--- src/epb_pkg.sv ---
// shared constants and types of the external pin bus interface
package epb_pkg;
  // bus phase clock: oscillator divided by four, stretch adds four
  localparam int unsigned OSC_DIV = 4;
  localparam logic [2:0] STRETCH_CYC = 3'h4;
  typedef enum logic [1:0] {
    EPB_ADDR0 = 2'h0,
    EPB_ADDR1 = 2'h1,
    EPB_DATA0 = 2'h3,
    EPB_DATA1 = 2'h2
  } epb_phase_t;
  // register indices; the byte address is four times the index
  localparam logic [15:0] IDX_A_DATA = 16'h1000;
  localparam logic [15:0] IDX_A_DIR = 16'h1001;
  localparam logic [15:0] IDX_G_DATA = 16'h1002;
  localparam logic [15:0] IDX_G_DIR = 16'h1003;
  localparam logic [15:0] IDX_B_DATA = 16'h1004;
  localparam logic [15:0] IDX_F_DATA = 16'h1005;
  localparam logic [15:0] IDX_C_DATA = 16'h1006;
  localparam logic [15:0] IDX_C_DIR = 16'h1007;
  localparam logic [15:0] IDX_D_DATA = 16'h1008;
  localparam logic [15:0] IDX_D_DIR = 16'h1009;
  localparam logic [15:0] IDX_E_DATA = 16'h100a;
  localparam logic [15:0] IDX_CTRL = 16'h1060;
  localparam logic [15:0] IDX_STAT = 16'h1061;
  localparam int unsigned CTRL_CS_EN = 0;
  localparam logic [7:0] PORT_RST = 8'h00;
  // latched mode pins: a high selects the external bus, b low special
  localparam int unsigned MODE_A_BIT = 0;
  localparam int unsigned MODE_B_BIT = 1;
  function automatic logic [15:0] epb_badr(input logic [15:0] idx);
    epb_badr = {idx[13:0], 2'h0};
  endfunction
endpackage

--- src/epb_top.sv ---
// external pin bus interface: bus clock, expanded bus, ports, pins
// Overview of operation
// - bus phase clock is the oscillator divided by four
// - address goes out while E is low, data moves while E high
// - wait high at E rise holds E high four more oscillator cycles
// - wait low at E rise: E falls two oscillator cycles after rising
// - data strobe output is always the inverse of E
// - reset input starts device; failures pull reset pin low
// - mode pins held during reset are latched to pick the mode
// - after reset mode pin a pulses low at each instruction start
// - expanded and test modes drive read/write for each transfer
// - port b: output port, or address 15..8 when expanded
// - port c: data and direction, or external data bus when expanded
// - port a: data, direction, timer sharing, inputs after reset
// - port d: six bits with data, direction, serial sharing
// - active low request input gives a maskable interrupt request
// - second request input becomes non-maskable once x bit cleared
// - buffered copy of the oscillator is driven out
// - port f: output port, or address 7..0 when expanded
// - port g: eight bit port, upper four carry chip selects
//
// Implementation choice: the Avalon-MM slave port.
`timescale 1ns/1ns
`default_nettype none
module epb_top import epb_pkg::*; (
  input wire logic clk_sys,
  input wire logic rst_b,
  input wire logic [15:0] avs_address,
  input wire logic avs_read,
  input wire logic avs_write,
  input wire logic [3:0] avs_byteenable,
  input wire logic [31:0] avs_writedata,
  output logic [31:0] avs_readdata,
  output logic avs_waitrequest,
  input wire logic ext_req,
  input wire logic ext_we,
  input wire logic [15:0] ext_addr,
  input wire logic [7:0] ext_wdata,
  output logic ext_ack,
  output logic [7:0] ext_rdata,
  output logic bus_e_clk,
  output logic data_strobe_out,
  input wire logic wait_pin,
  output logic rw_out,
  output wire logic osc_buffer_out,
  input wire logic watchdog_timeout,
  input wire logic clock_fail,
  output logic reset_pin_out,
  output logic reset_pin_oe,
  input wire logic mode_select_a,
  input wire logic mode_select_b,
  input wire logic instr_start,
  output logic instr_start_out,
  output logic instr_start_oe,
  output logic mode_expanded,
  output logic mode_special,
  input wire logic irq_n_pin,
  input wire logic nonmaskable_int_req_n,
  input wire logic ccr_x_mask,
  output logic irq_req,
  output logic nonmaskable_int_req_req,
  input wire logic [7:0] port_a_pins_in,
  output logic [7:0] port_a_pins_out,
  output logic [7:0] port_a_pins_oe,
  input wire logic [7:0] port_a_alt_en,
  input wire logic [7:0] port_a_alt_out,
  input wire logic [7:0] port_a_alt_oe,
  output logic [7:0] port_b_pins,
  input wire logic [7:0] port_c_pins_in,
  output logic [7:0] port_c_pins_out,
  output logic [7:0] port_c_pins_oe,
  input wire logic [5:0] port_d_pins_in,
  output logic [5:0] port_d_pins_out,
  output logic [5:0] port_d_pins_oe,
  input wire logic [5:0] port_d_alt_en,
  input wire logic [5:0] port_d_alt_out,
  input wire logic [5:0] port_d_alt_oe,
  input wire logic [7:0] port_e_pins,
  output logic [7:0] port_f_pins,
  input wire logic [7:0] port_g_pins_in,
  output logic [7:0] port_g_pins_out,
  output logic [7:0] port_g_pins_oe,
  input wire logic [3:0] chip_sel
);

  epb_phase_t phase_q, phase_d;
  logic [2:0] stretch_q;
  logic waitreq_q, mode_taken_q, cyc_act_q, cyc_we_q, cs_en_q;
  logic [1:0] mode_q;
  logic [15:0] cyc_addr_q;
  logic [7:0] cyc_wdata_q, rd_mux;
  logic [7:0] pa_data_q, pa_dir_q, pb_data_q, pc_data_q, pc_dir_q;
  logic [7:0] pf_data_q, pg_data_q, pg_dir_q;
  logic [5:0] pd_data_q, pd_dir_q;
  logic exp_bus, e_next, cyc_edge, cyc_start, wr_en, rd_take;

  assign exp_bus = mode_taken_q & mode_q[MODE_A_BIT];
  // straight clock copy: a flop cannot follow the oscillator itself
  assign osc_buffer_out = clk_sys;

  //////////////////////////////////////////////////////////////////////
  // bus phase clock
  always_comb begin
    case (phase_q)
      EPB_ADDR0: phase_d = EPB_ADDR1;
      EPB_ADDR1: phase_d = EPB_DATA0;
      EPB_DATA0: phase_d = EPB_DATA1;
      EPB_DATA1: phase_d = (stretch_q != 3'h0) ? EPB_DATA1 : EPB_ADDR0;
      default: phase_d = EPB_ADDR0;
    endcase
  end
  assign e_next = (phase_d == EPB_DATA0) | (phase_d == EPB_DATA1);
  assign cyc_edge = (phase_q == EPB_DATA1) & (phase_d == EPB_ADDR0);
  assign cyc_start = cyc_edge & ~cyc_act_q & ext_req & exp_bus;

  always_ff @(posedge clk_sys or negedge rst_b) begin
    if (!rst_b) begin
      phase_q <= EPB_ADDR0;
    end else begin
      phase_q <= phase_d;
    end
  end

  always_ff @(posedge clk_sys or negedge rst_b) begin
    if (!rst_b) begin
      stretch_q <= 3'h0;
    end else if (phase_q == EPB_ADDR1) begin
      // wait is taken on the edge that raises E
      stretch_q <= wait_pin ? STRETCH_CYC : 3'h0;
    end else if (phase_q == EPB_DATA1 && stretch_q != 3'h0) begin
      stretch_q <= stretch_q - 3'h1;
    end
  end

  always_ff @(posedge clk_sys or negedge rst_b) begin
    if (!rst_b) begin
      bus_e_clk <= 1'b0;
      data_strobe_out <= 1'b1;
    end else begin
      bus_e_clk <= e_next;
      data_strobe_out <= ~e_next;
    end
  end

  //////////////////////////////////////////////////////////////////////
  // external bus cycles
  // a request is taken only at a cycle boundary with no cycle ending,
  // so a request still held after its ack is served again at the next boundary
  always_ff @(posedge clk_sys or negedge rst_b) begin
    if (!rst_b) begin
      cyc_act_q <= 1'b0;
      cyc_we_q <= 1'b0;
      cyc_addr_q <= 16'h0000;
      cyc_wdata_q <= 8'h00;
      rw_out <= 1'b1;
      ext_ack <= 1'b0;
      ext_rdata <= 8'h00;
    end else begin
      ext_ack <= cyc_edge & cyc_act_q;
      if (cyc_edge && cyc_act_q) begin
        cyc_act_q <= 1'b0;
        rw_out <= 1'b1;
        if (!cyc_we_q) begin
          ext_rdata <= port_c_pins_in;
        end
      end
      if (cyc_start) begin
        cyc_act_q <= 1'b1;
        cyc_we_q <= ext_we;
        cyc_addr_q <= ext_addr;
        cyc_wdata_q <= ext_wdata;
        rw_out <= ~ext_we;
      end
    end
  end

  //////////////////////////////////////////////////////////////////////
  // reset pin, mode latch, instruction start, interrupt requests
  always_ff @(posedge clk_sys or negedge rst_b) begin
    if (!rst_b) begin
      reset_pin_out <= 1'b0;
      reset_pin_oe <= 1'b0;
    end else begin
      reset_pin_out <= 1'b0;
      reset_pin_oe <= watchdog_timeout | clock_fail;
    end
  end

  // the pins are caught on the first edge after release
  always_ff @(posedge clk_sys or negedge rst_b) begin
    if (!rst_b) begin
      mode_taken_q <= 1'b0;
      mode_q <= 2'h0;
    end else if (!mode_taken_q) begin
      mode_taken_q <= 1'b1;
      mode_q <= {mode_select_b, mode_select_a};
    end
  end

  always_ff @(posedge clk_sys or negedge rst_b) begin
    if (!rst_b) begin
      mode_expanded <= 1'b0;
      mode_special <= 1'b0;
      instr_start_out <= 1'b0;
      instr_start_oe <= 1'b0;
    end else begin
      mode_expanded <= mode_taken_q & mode_q[MODE_A_BIT];
      mode_special <= mode_taken_q & ~mode_q[MODE_B_BIT];
      instr_start_out <= 1'b0;
      instr_start_oe <= mode_taken_q & instr_start;
    end
  end

  always_ff @(posedge clk_sys or negedge rst_b) begin
    if (!rst_b) begin
      irq_req <= 1'b0;
      nonmaskable_int_req_req <= 1'b0;
    end else begin
      irq_req <= ~irq_n_pin;
      nonmaskable_int_req_req <= ~nonmaskable_int_req_n & ~ccr_x_mask;
    end
  end

  //////////////////////////////////////////////////////////////////////
  // register bus: one wait cycle, then the access completes
  assign wr_en = avs_write & ~waitreq_q & avs_byteenable[0];
  assign rd_take = avs_read & waitreq_q;

  always_comb begin
    case (avs_address)
      epb_badr(IDX_A_DATA):
        rd_mux = (pa_data_q & pa_dir_q) | (port_a_pins_in & ~pa_dir_q);
      epb_badr(IDX_A_DIR): rd_mux = pa_dir_q;
      epb_badr(IDX_G_DATA):
        rd_mux = (pg_data_q & pg_dir_q) | (port_g_pins_in & ~pg_dir_q);
      epb_badr(IDX_G_DIR): rd_mux = pg_dir_q;
      epb_badr(IDX_B_DATA): rd_mux = pb_data_q;
      epb_badr(IDX_F_DATA): rd_mux = pf_data_q;
      epb_badr(IDX_C_DATA):
        rd_mux = (pc_data_q & pc_dir_q) | (port_c_pins_in & ~pc_dir_q);
      epb_badr(IDX_C_DIR): rd_mux = pc_dir_q;
      epb_badr(IDX_D_DATA): rd_mux = {2'h0,
        (pd_data_q & pd_dir_q) | (port_d_pins_in & ~pd_dir_q)};
      epb_badr(IDX_D_DIR): rd_mux = {2'h0, pd_dir_q};
      // sampling by the converter is not seen here; software must wait
      epb_badr(IDX_E_DATA): rd_mux = port_e_pins;
      epb_badr(IDX_CTRL): rd_mux = {7'h00, cs_en_q};
      epb_badr(IDX_STAT):
        rd_mux = {4'h0, bus_e_clk, cyc_act_q, mode_q};
      default: rd_mux = 8'h00;
    endcase
  end

  always_ff @(posedge clk_sys or negedge rst_b) begin
    if (!rst_b) begin
      waitreq_q <= 1'b1;
      avs_waitrequest <= 1'b1;
      avs_readdata <= 32'h00000000;
    end else begin
      waitreq_q <= ~((avs_read | avs_write) & waitreq_q);
      avs_waitrequest <= ~((avs_read | avs_write) & waitreq_q);
      if (rd_take) begin
        avs_readdata <= {24'h000000, rd_mux};
      end
    end
  end

  always_ff @(posedge clk_sys or negedge rst_b) begin
    if (!rst_b) begin
      pa_data_q <= PORT_RST;
      pa_dir_q <= PORT_RST;
      pb_data_q <= PORT_RST;
      pc_data_q <= PORT_RST;
      pc_dir_q <= PORT_RST;
      pd_data_q <= 6'h00;
      pd_dir_q <= 6'h00;
      pf_data_q <= PORT_RST;
      pg_data_q <= PORT_RST;
      pg_dir_q <= PORT_RST;
      cs_en_q <= 1'b0;
    end else if (wr_en) begin
      case (avs_address)
        epb_badr(IDX_A_DATA): pa_data_q <= avs_writedata[7:0];
        epb_badr(IDX_A_DIR): pa_dir_q <= avs_writedata[7:0];
        epb_badr(IDX_G_DATA): pg_data_q <= avs_writedata[7:0];
        epb_badr(IDX_G_DIR): pg_dir_q <= avs_writedata[7:0];
        epb_badr(IDX_B_DATA): pb_data_q <= avs_writedata[7:0];
        epb_badr(IDX_F_DATA): pf_data_q <= avs_writedata[7:0];
        epb_badr(IDX_C_DATA): pc_data_q <= avs_writedata[7:0];
        epb_badr(IDX_C_DIR): pc_dir_q <= avs_writedata[7:0];
        epb_badr(IDX_D_DATA): pd_data_q <= avs_writedata[5:0];
        epb_badr(IDX_D_DIR): pd_dir_q <= avs_writedata[5:0];
        epb_badr(IDX_CTRL): cs_en_q <= avs_writedata[CTRL_CS_EN];
        default: cs_en_q <= cs_en_q;
      endcase
    end
  end

  //////////////////////////////////////////////////////////////////////
  // pin drivers
  always_ff @(posedge clk_sys or negedge rst_b) begin
    if (!rst_b) begin
      port_a_pins_out <= PORT_RST;
      port_a_pins_oe <= PORT_RST;
      port_d_pins_out <= 6'h00;
      port_d_pins_oe <= 6'h00;
    end else begin
      // timer and serial functions take a pin over bit by bit
      port_a_pins_out <= (port_a_alt_en & port_a_alt_out) |
                         (~port_a_alt_en & pa_data_q);
      port_a_pins_oe <= (port_a_alt_en & port_a_alt_oe) |
                        (~port_a_alt_en & pa_dir_q);
      port_d_pins_out <= (port_d_alt_en & port_d_alt_out) |
                         (~port_d_alt_en & pd_data_q);
      port_d_pins_oe <= (port_d_alt_en & port_d_alt_oe) |
                        (~port_d_alt_en & pd_dir_q);
    end
  end

  always_ff @(posedge clk_sys or negedge rst_b) begin
    if (!rst_b) begin
      port_b_pins <= PORT_RST;
      port_f_pins <= PORT_RST;
    end else if (!exp_bus) begin
      port_b_pins <= pb_data_q;
      port_f_pins <= pf_data_q;
    end else if (cyc_start) begin
      port_b_pins <= ext_addr[15:8];
      port_f_pins <= ext_addr[7:0];
    end
  end

  always_ff @(posedge clk_sys or negedge rst_b) begin
    if (!rst_b) begin
      port_c_pins_out <= PORT_RST;
      port_c_pins_oe <= PORT_RST;
    end else if (exp_bus) begin
      port_c_pins_out <= cyc_wdata_q;
      port_c_pins_oe <= {8{e_next & cyc_act_q & cyc_we_q}};
    end else begin
      port_c_pins_out <= pc_data_q;
      port_c_pins_oe <= pc_dir_q;
    end
  end

  always_ff @(posedge clk_sys or negedge rst_b) begin
    if (!rst_b) begin
      port_g_pins_out <= PORT_RST;
      port_g_pins_oe <= PORT_RST;
    end else begin
      port_g_pins_out[3:0] <= pg_data_q[3:0];
      port_g_pins_oe[3:0] <= pg_dir_q[3:0];
      port_g_pins_out[7:4] <= cs_en_q ? chip_sel : pg_data_q[7:4];
      port_g_pins_oe[7:4] <= cs_en_q ? 4'hf : pg_dir_q[7:4];
    end
  end

  //////////////////////////////////////////////////////////////////////
  // checks
  property p_low_two;
    @(posedge clk_sys) disable iff (!rst_b)
      $fell(bus_e_clk) |-> !bus_e_clk ##1 !bus_e_clk ##1 bus_e_clk;
  endproperty
  a_low_two: assert property (p_low_two)
    else $error("bus clock low phase not two cycles");

  property p_stretch;
    @(posedge clk_sys) disable iff (!rst_b)
      $rose(bus_e_clk) && $past(wait_pin) |->
        bus_e_clk[*6] ##1 !bus_e_clk;
  endproperty
  a_stretch: assert property (p_stretch)
    else $error("stretched high phase not six cycles");

  property p_nostretch;
    @(posedge clk_sys) disable iff (!rst_b)
      $rose(bus_e_clk) && !$past(wait_pin) |->
        bus_e_clk[*2] ##1 !bus_e_clk;
  endproperty
  a_nostretch: assert property (p_nostretch)
    else $error("plain high phase not two cycles");

  property p_strobe;
    @(posedge clk_sys) disable iff (!rst_b)
      data_strobe_out != bus_e_clk;
  endproperty
  a_strobe: assert property (p_strobe)
    else $error("data strobe not inverse of bus clock");

  property p_fail_pull;
    @(posedge clk_sys) disable iff (!rst_b)
      watchdog_timeout |=> reset_pin_oe && !reset_pin_out;
  endproperty
  a_fail_pull: assert property (p_fail_pull)
    else $error("failure did not pull reset pin");

  property p_rw;
    @(posedge clk_sys) disable iff (!rst_b)
      cyc_act_q |-> rw_out == !cyc_we_q;
  endproperty
  a_rw: assert property (p_rw)
    else $error("read/write output wrong during cycle");

  property p_addr;
    @(posedge clk_sys) disable iff (!rst_b)
      cyc_act_q && exp_bus |-> {port_b_pins, port_f_pins} == cyc_addr_q;
  endproperty
  a_addr: assert property (p_addr)
    else $error("address pins differ from cycle address");

  property p_data_high;
    @(posedge clk_sys) disable iff (!rst_b)
      exp_bus && (port_c_pins_oe != 8'h00) |-> bus_e_clk && cyc_we_q;
  endproperty
  a_data_high: assert property (p_data_high)
    else $error("data bus driven outside write data phase");

  property p_dir_a;
    @(posedge clk_sys) disable iff (!rst_b)
      wr_en && avs_address == epb_badr(IDX_A_DIR) && port_a_alt_en == 8'h00
        ##1 port_a_alt_en == 8'h00 |=>
        port_a_pins_oe == $past(avs_writedata[7:0], 2);
  endproperty
  a_dir_a: assert property (p_dir_a)
    else $error("port a enables do not follow direction write");

  property p_irq;
    @(posedge clk_sys) disable iff (!rst_b)
      !irq_n_pin |=> irq_req;
  endproperty
  a_irq: assert property (p_irq)
    else $error("interrupt request not raised");

  property p_lir;
    @(posedge clk_sys) disable iff (!rst_b)
      mode_taken_q && instr_start |=> instr_start_oe;
  endproperty
  a_lir: assert property (p_lir)
    else $error("instruction start not pulsed");

endmodule
`default_nettype wire

--- config.mk ---
export PLATFORM = sky130hd
export DESIGN_NAME = epb_top
export DESIGN_NICKNAME = d
export VERILOG_FILES = /design/src/epb_pkg.sv /design/src/epb_top.sv
export SDC_FILE = /design/constraint.sdc
export NUM_CORES = 1
export LEC_CHECK = 0
export BUFFER_PORTS_ARGS = -buffer_cell sky130_fd_sc_hd__clkbuf_2
export CORE_MARGIN = 3
export CORE_UTILIZATION = 25
export DETAILED_ROUTE_END_ITERATION = 6
export PLACE_DENSITY_LB_ADDON = 0.05
export SYNTH_ARGS = -nofsm -noshare
export SYNTH_HDL_FRONTEND = slang
export SYNTH_SLANG_ARGS = --single-unit
export TNS_END_PERCENT = 100
--- constraint.sdc ---
create_clock -name clk_sys -period 2.65 [get_ports clk_sys]
set_input_delay 0.53 -clock clk_sys [delete_from_list [all_inputs] [get_ports clk_sys]]
set_output_delay 0.53 -clock clk_sys [all_outputs]
set_load 0.01 [all_outputs]
==> flow_summary_export.csv <==
group,metric,value,unit
worst_setup_path,worstPathArrival,1860,ps
clock_network,clockRootBuffer,"clkbuf_16",
clock_network,cts_resized,0,
grt,antenna_found_initial,1,
timing,rsz0062_at_grt,"false",
floorplanning,initial_core_util,25.6,%
timing,worst_pin_slew,580,ps
synthesis,synth_top_family_by_area,"multiplexers",
clock_network,post_cts_buffers,0,
worst_setup_path,worstSetupPathType,"clock port to output pin",
placed_design,hpwl,24200,um
grt,grt_max_degree,54,
final_layout,syn_to_final_growth,30.3,%
synthesis,synth-edff-count,0,
final_layout,fillCellCount,3628,
placed_design,place_inst,1448,
clock_network,cts_tree,"built",
floorplanning,die_w,195,um
floorplanning,rows,68,
synthesis,synthSimpleGateAreaFrac,10.6,%
timing,setup_ws,262,ps
detailed_routing,dr.pass1.iters,5,
placed_design,dpl_cell_area,0.0111,mm^2
grt,grt_pass1_vias,7107,
detailed_routing,wl_per_cell,21.2,um
synthesis,synth-compound-area-share,8.42,%
synthesis,synth_xor_area_share,0,%
power,cellLeakagePower,5.89,nW
timing,skew,11.7,ps
final_layout,final_util,33.4,%
clock_network,cts_made_buffers,17,
clock_network,clock_path_buffers,2,
detailed_routing,ant_nets,0,
final_layout,design_area,0.0117,mm^2
worst_setup_path,path_max_fanout,16,
timing,hold_viol_final,0,
floorplanning,ios,305,
floorplanning,core,0.0350,mm^2
synthesis,synth_fa_ha_area_share,0.279,%
clock_network,cts.clk_slew.worst_paths,70,ps
worst_setup_path,end_kind,"output pin",
synthesis,synthCells,703,
timing,setup_viol,0,
grt,grt_pass1_wl,46800,um
detailed_routing,viasPerCell,4.49,
worst_setup_path,cp.required,2120,ps
min_path,hold_path_class,"input port to async pin",
final_layout,drive_gt1_share,50.1,%
placed_design,dp_slack,94.2,ps
flow_run,drv_cap,0,
clock_network,htreeDepth,4,
worst_setup_path,cp-start-kind,"clock port",
final_layout,nets,1189,
synthesis,synth-seq-cells,198,
final_layout,regArea,0.00496,mm^2
grt,grtUsageTotal,16.5,%
timing,slew_headroom,61.0,%
floorplanning,dieHeight,195,um
detailed_routing,drc,0,
clock_network,cts_hold_buf,0,
power,ir_drop,0.445,mV
outcome,status,"finished clean",
detailed_routing,drtIter0Drc,241,
synthesis,syn_area_per_cell,12.7,um^2
synthesis,yosysSeqAreaShare,55.3,%
synthesis,ys_warn_count,0,
floorplanning,dieArea,0.0381,mm^2
final_layout,finalNonFillerCells,1481,
timing,maxSlewViolCount,0,
final_layout,multi_input_area,0.00373,mm^2
detailed_routing,num_vias,6646,
synthesis,synthMuxAreaShare,21.2,%
synthesis,synthDistinctLibCells,70,
synthesis,ys.flop_type,"dfrtp_1",
power,powerDensity,598,mW/mm^2
timing,final.setup.tns,0,ps
grt,grt_overflow,0,
placed_design,gp_congestion,0.784,
detailed_routing,wirelength,31400,um
placed_design,io_buffers,251,
synthesis,synthesis.area,0.00896,mm^2
clock_network,clk_latency,450,ps
synthesis,async_reset_ff_share,100,%
cell usage in the layout, fill, tap and decap left out, types with 24 or more instances in the layout:
cell	n
clkbuf_2	250
dfrtp_1	195
mux2_2	136
buf_4	62
nand2_1	49
o21ai_0	37
mux2i_1	29
conb_1	27
nor2_1	24
where the power goes:
group          leakage [nW]  total [W]  internal (W)  switching, W
clock network         0.263    0.00251       0.00125       0.00126
logic                  2.96    0.00106      0.000484      0.000576
registers              2.67    0.00341       0.00326      0.000146
metrics by stage:
| stage | power, W | hold slack, ps |
|---|---|---|
| after global routing | 0.00736 | 29.1 |
| after floorplan | 0.00407 | 234 |
| after CTS | 0.00713 | 7.65 |
| after global placement | 0.00458 | 381 |
| final | 0.00698 | 20.1 |
| after detailed placement | 0.00458 | 385 |
layer usage:
metal	up-vias	global-route usage, %	routed length, um
li1	3124	-	-
met1	3320	23.4	14900
met2	188	26.1	14600
met3	14	3.61	1600
met4	0	3.64	272
met5	-	0	0
kinds of logic (layout without fill, tap and decap cells):
kind of cell               Yosys count  after routing
and+or+nand+nor                    151            151
muxes                              170            170
adders and majority gates            2              2
AOI/OAI and AO/OA                  114            114
buffers and inverters               66            363
other                                2             28
DFF                                198            198
worst max-delay path, cell delays in order:
cell and delay [ps]:
clkbuf_16 210, clkbuf_16 200, clkbuf_2 120
worst paths after layout:
kind,endpoint,depth (start not counted),startpoint,slack (ps)
max,osc_buffer_out,3,clk_sys,260
min,pa_dir_q[0],1,rst_b,20
max reg2reg,cyc_wdata_q[2],8,stretch_q[0],520
min reg2reg,port_g_pins_out[1],0,pg_data_q[1],400
max in group asynchronous,nonmaskable_int_req_req,2,rst_b,1910
min in group clk_sys,irq_req,2,irq_n_pin,220
synthesized netlist by cell type (4+ instances only):
cell / number / area share (%)
nand3_1: 4 / 0.22
nor4_4: 4 / 0.95
buf_2: 13 / 0.73
o211ai_1: 5 / 0.42
or4b_1: 4 / 0.45
dfrtp_1: 195 / 54
mux2_2: 136 / 17
buf_4: 27 / 2.3
or2_2: 6 / 0.42
a21oi_1: 17 / 0.95
inv_1: 13 / 0.54
o22ai_1: 5 / 0.35
o21ai_0: 37 / 2.1
a22oi_1: 4 / 0.34
a21o_1: 9 / 0.75
nand2_1: 49 / 2.1
clkbuf_1: 10 / 0.42
nor2_1: 24 / 1.0
mux2i_1: 29 / 3.2
a211oi_1: 4 / 0.34
nor3_4: 4 / 0.73
a221oi_1: 5 / 0.49
nand2b_1: 8 / 0.56
nor3_1: 13 / 0.73
nand3b_1: 5 / 0.42
layout make-up:
| class | instances | area share (%) |
|---|---|---|
| inverter | 13 | 0.418 |
| antenna | 1 | 0.0214 |
| timing repair buffer | 317 | 15.7 |
| clock inverter | 10 | 0.611 |
| clock buffer | 23 | 3.93 |
| sequential | 198 | 42.5 |
| multi-input combinational | 464 | 32.0 |
| tap | 455 | 4.88 |
No activity file was read; power rests on OpenSTA's default activity.
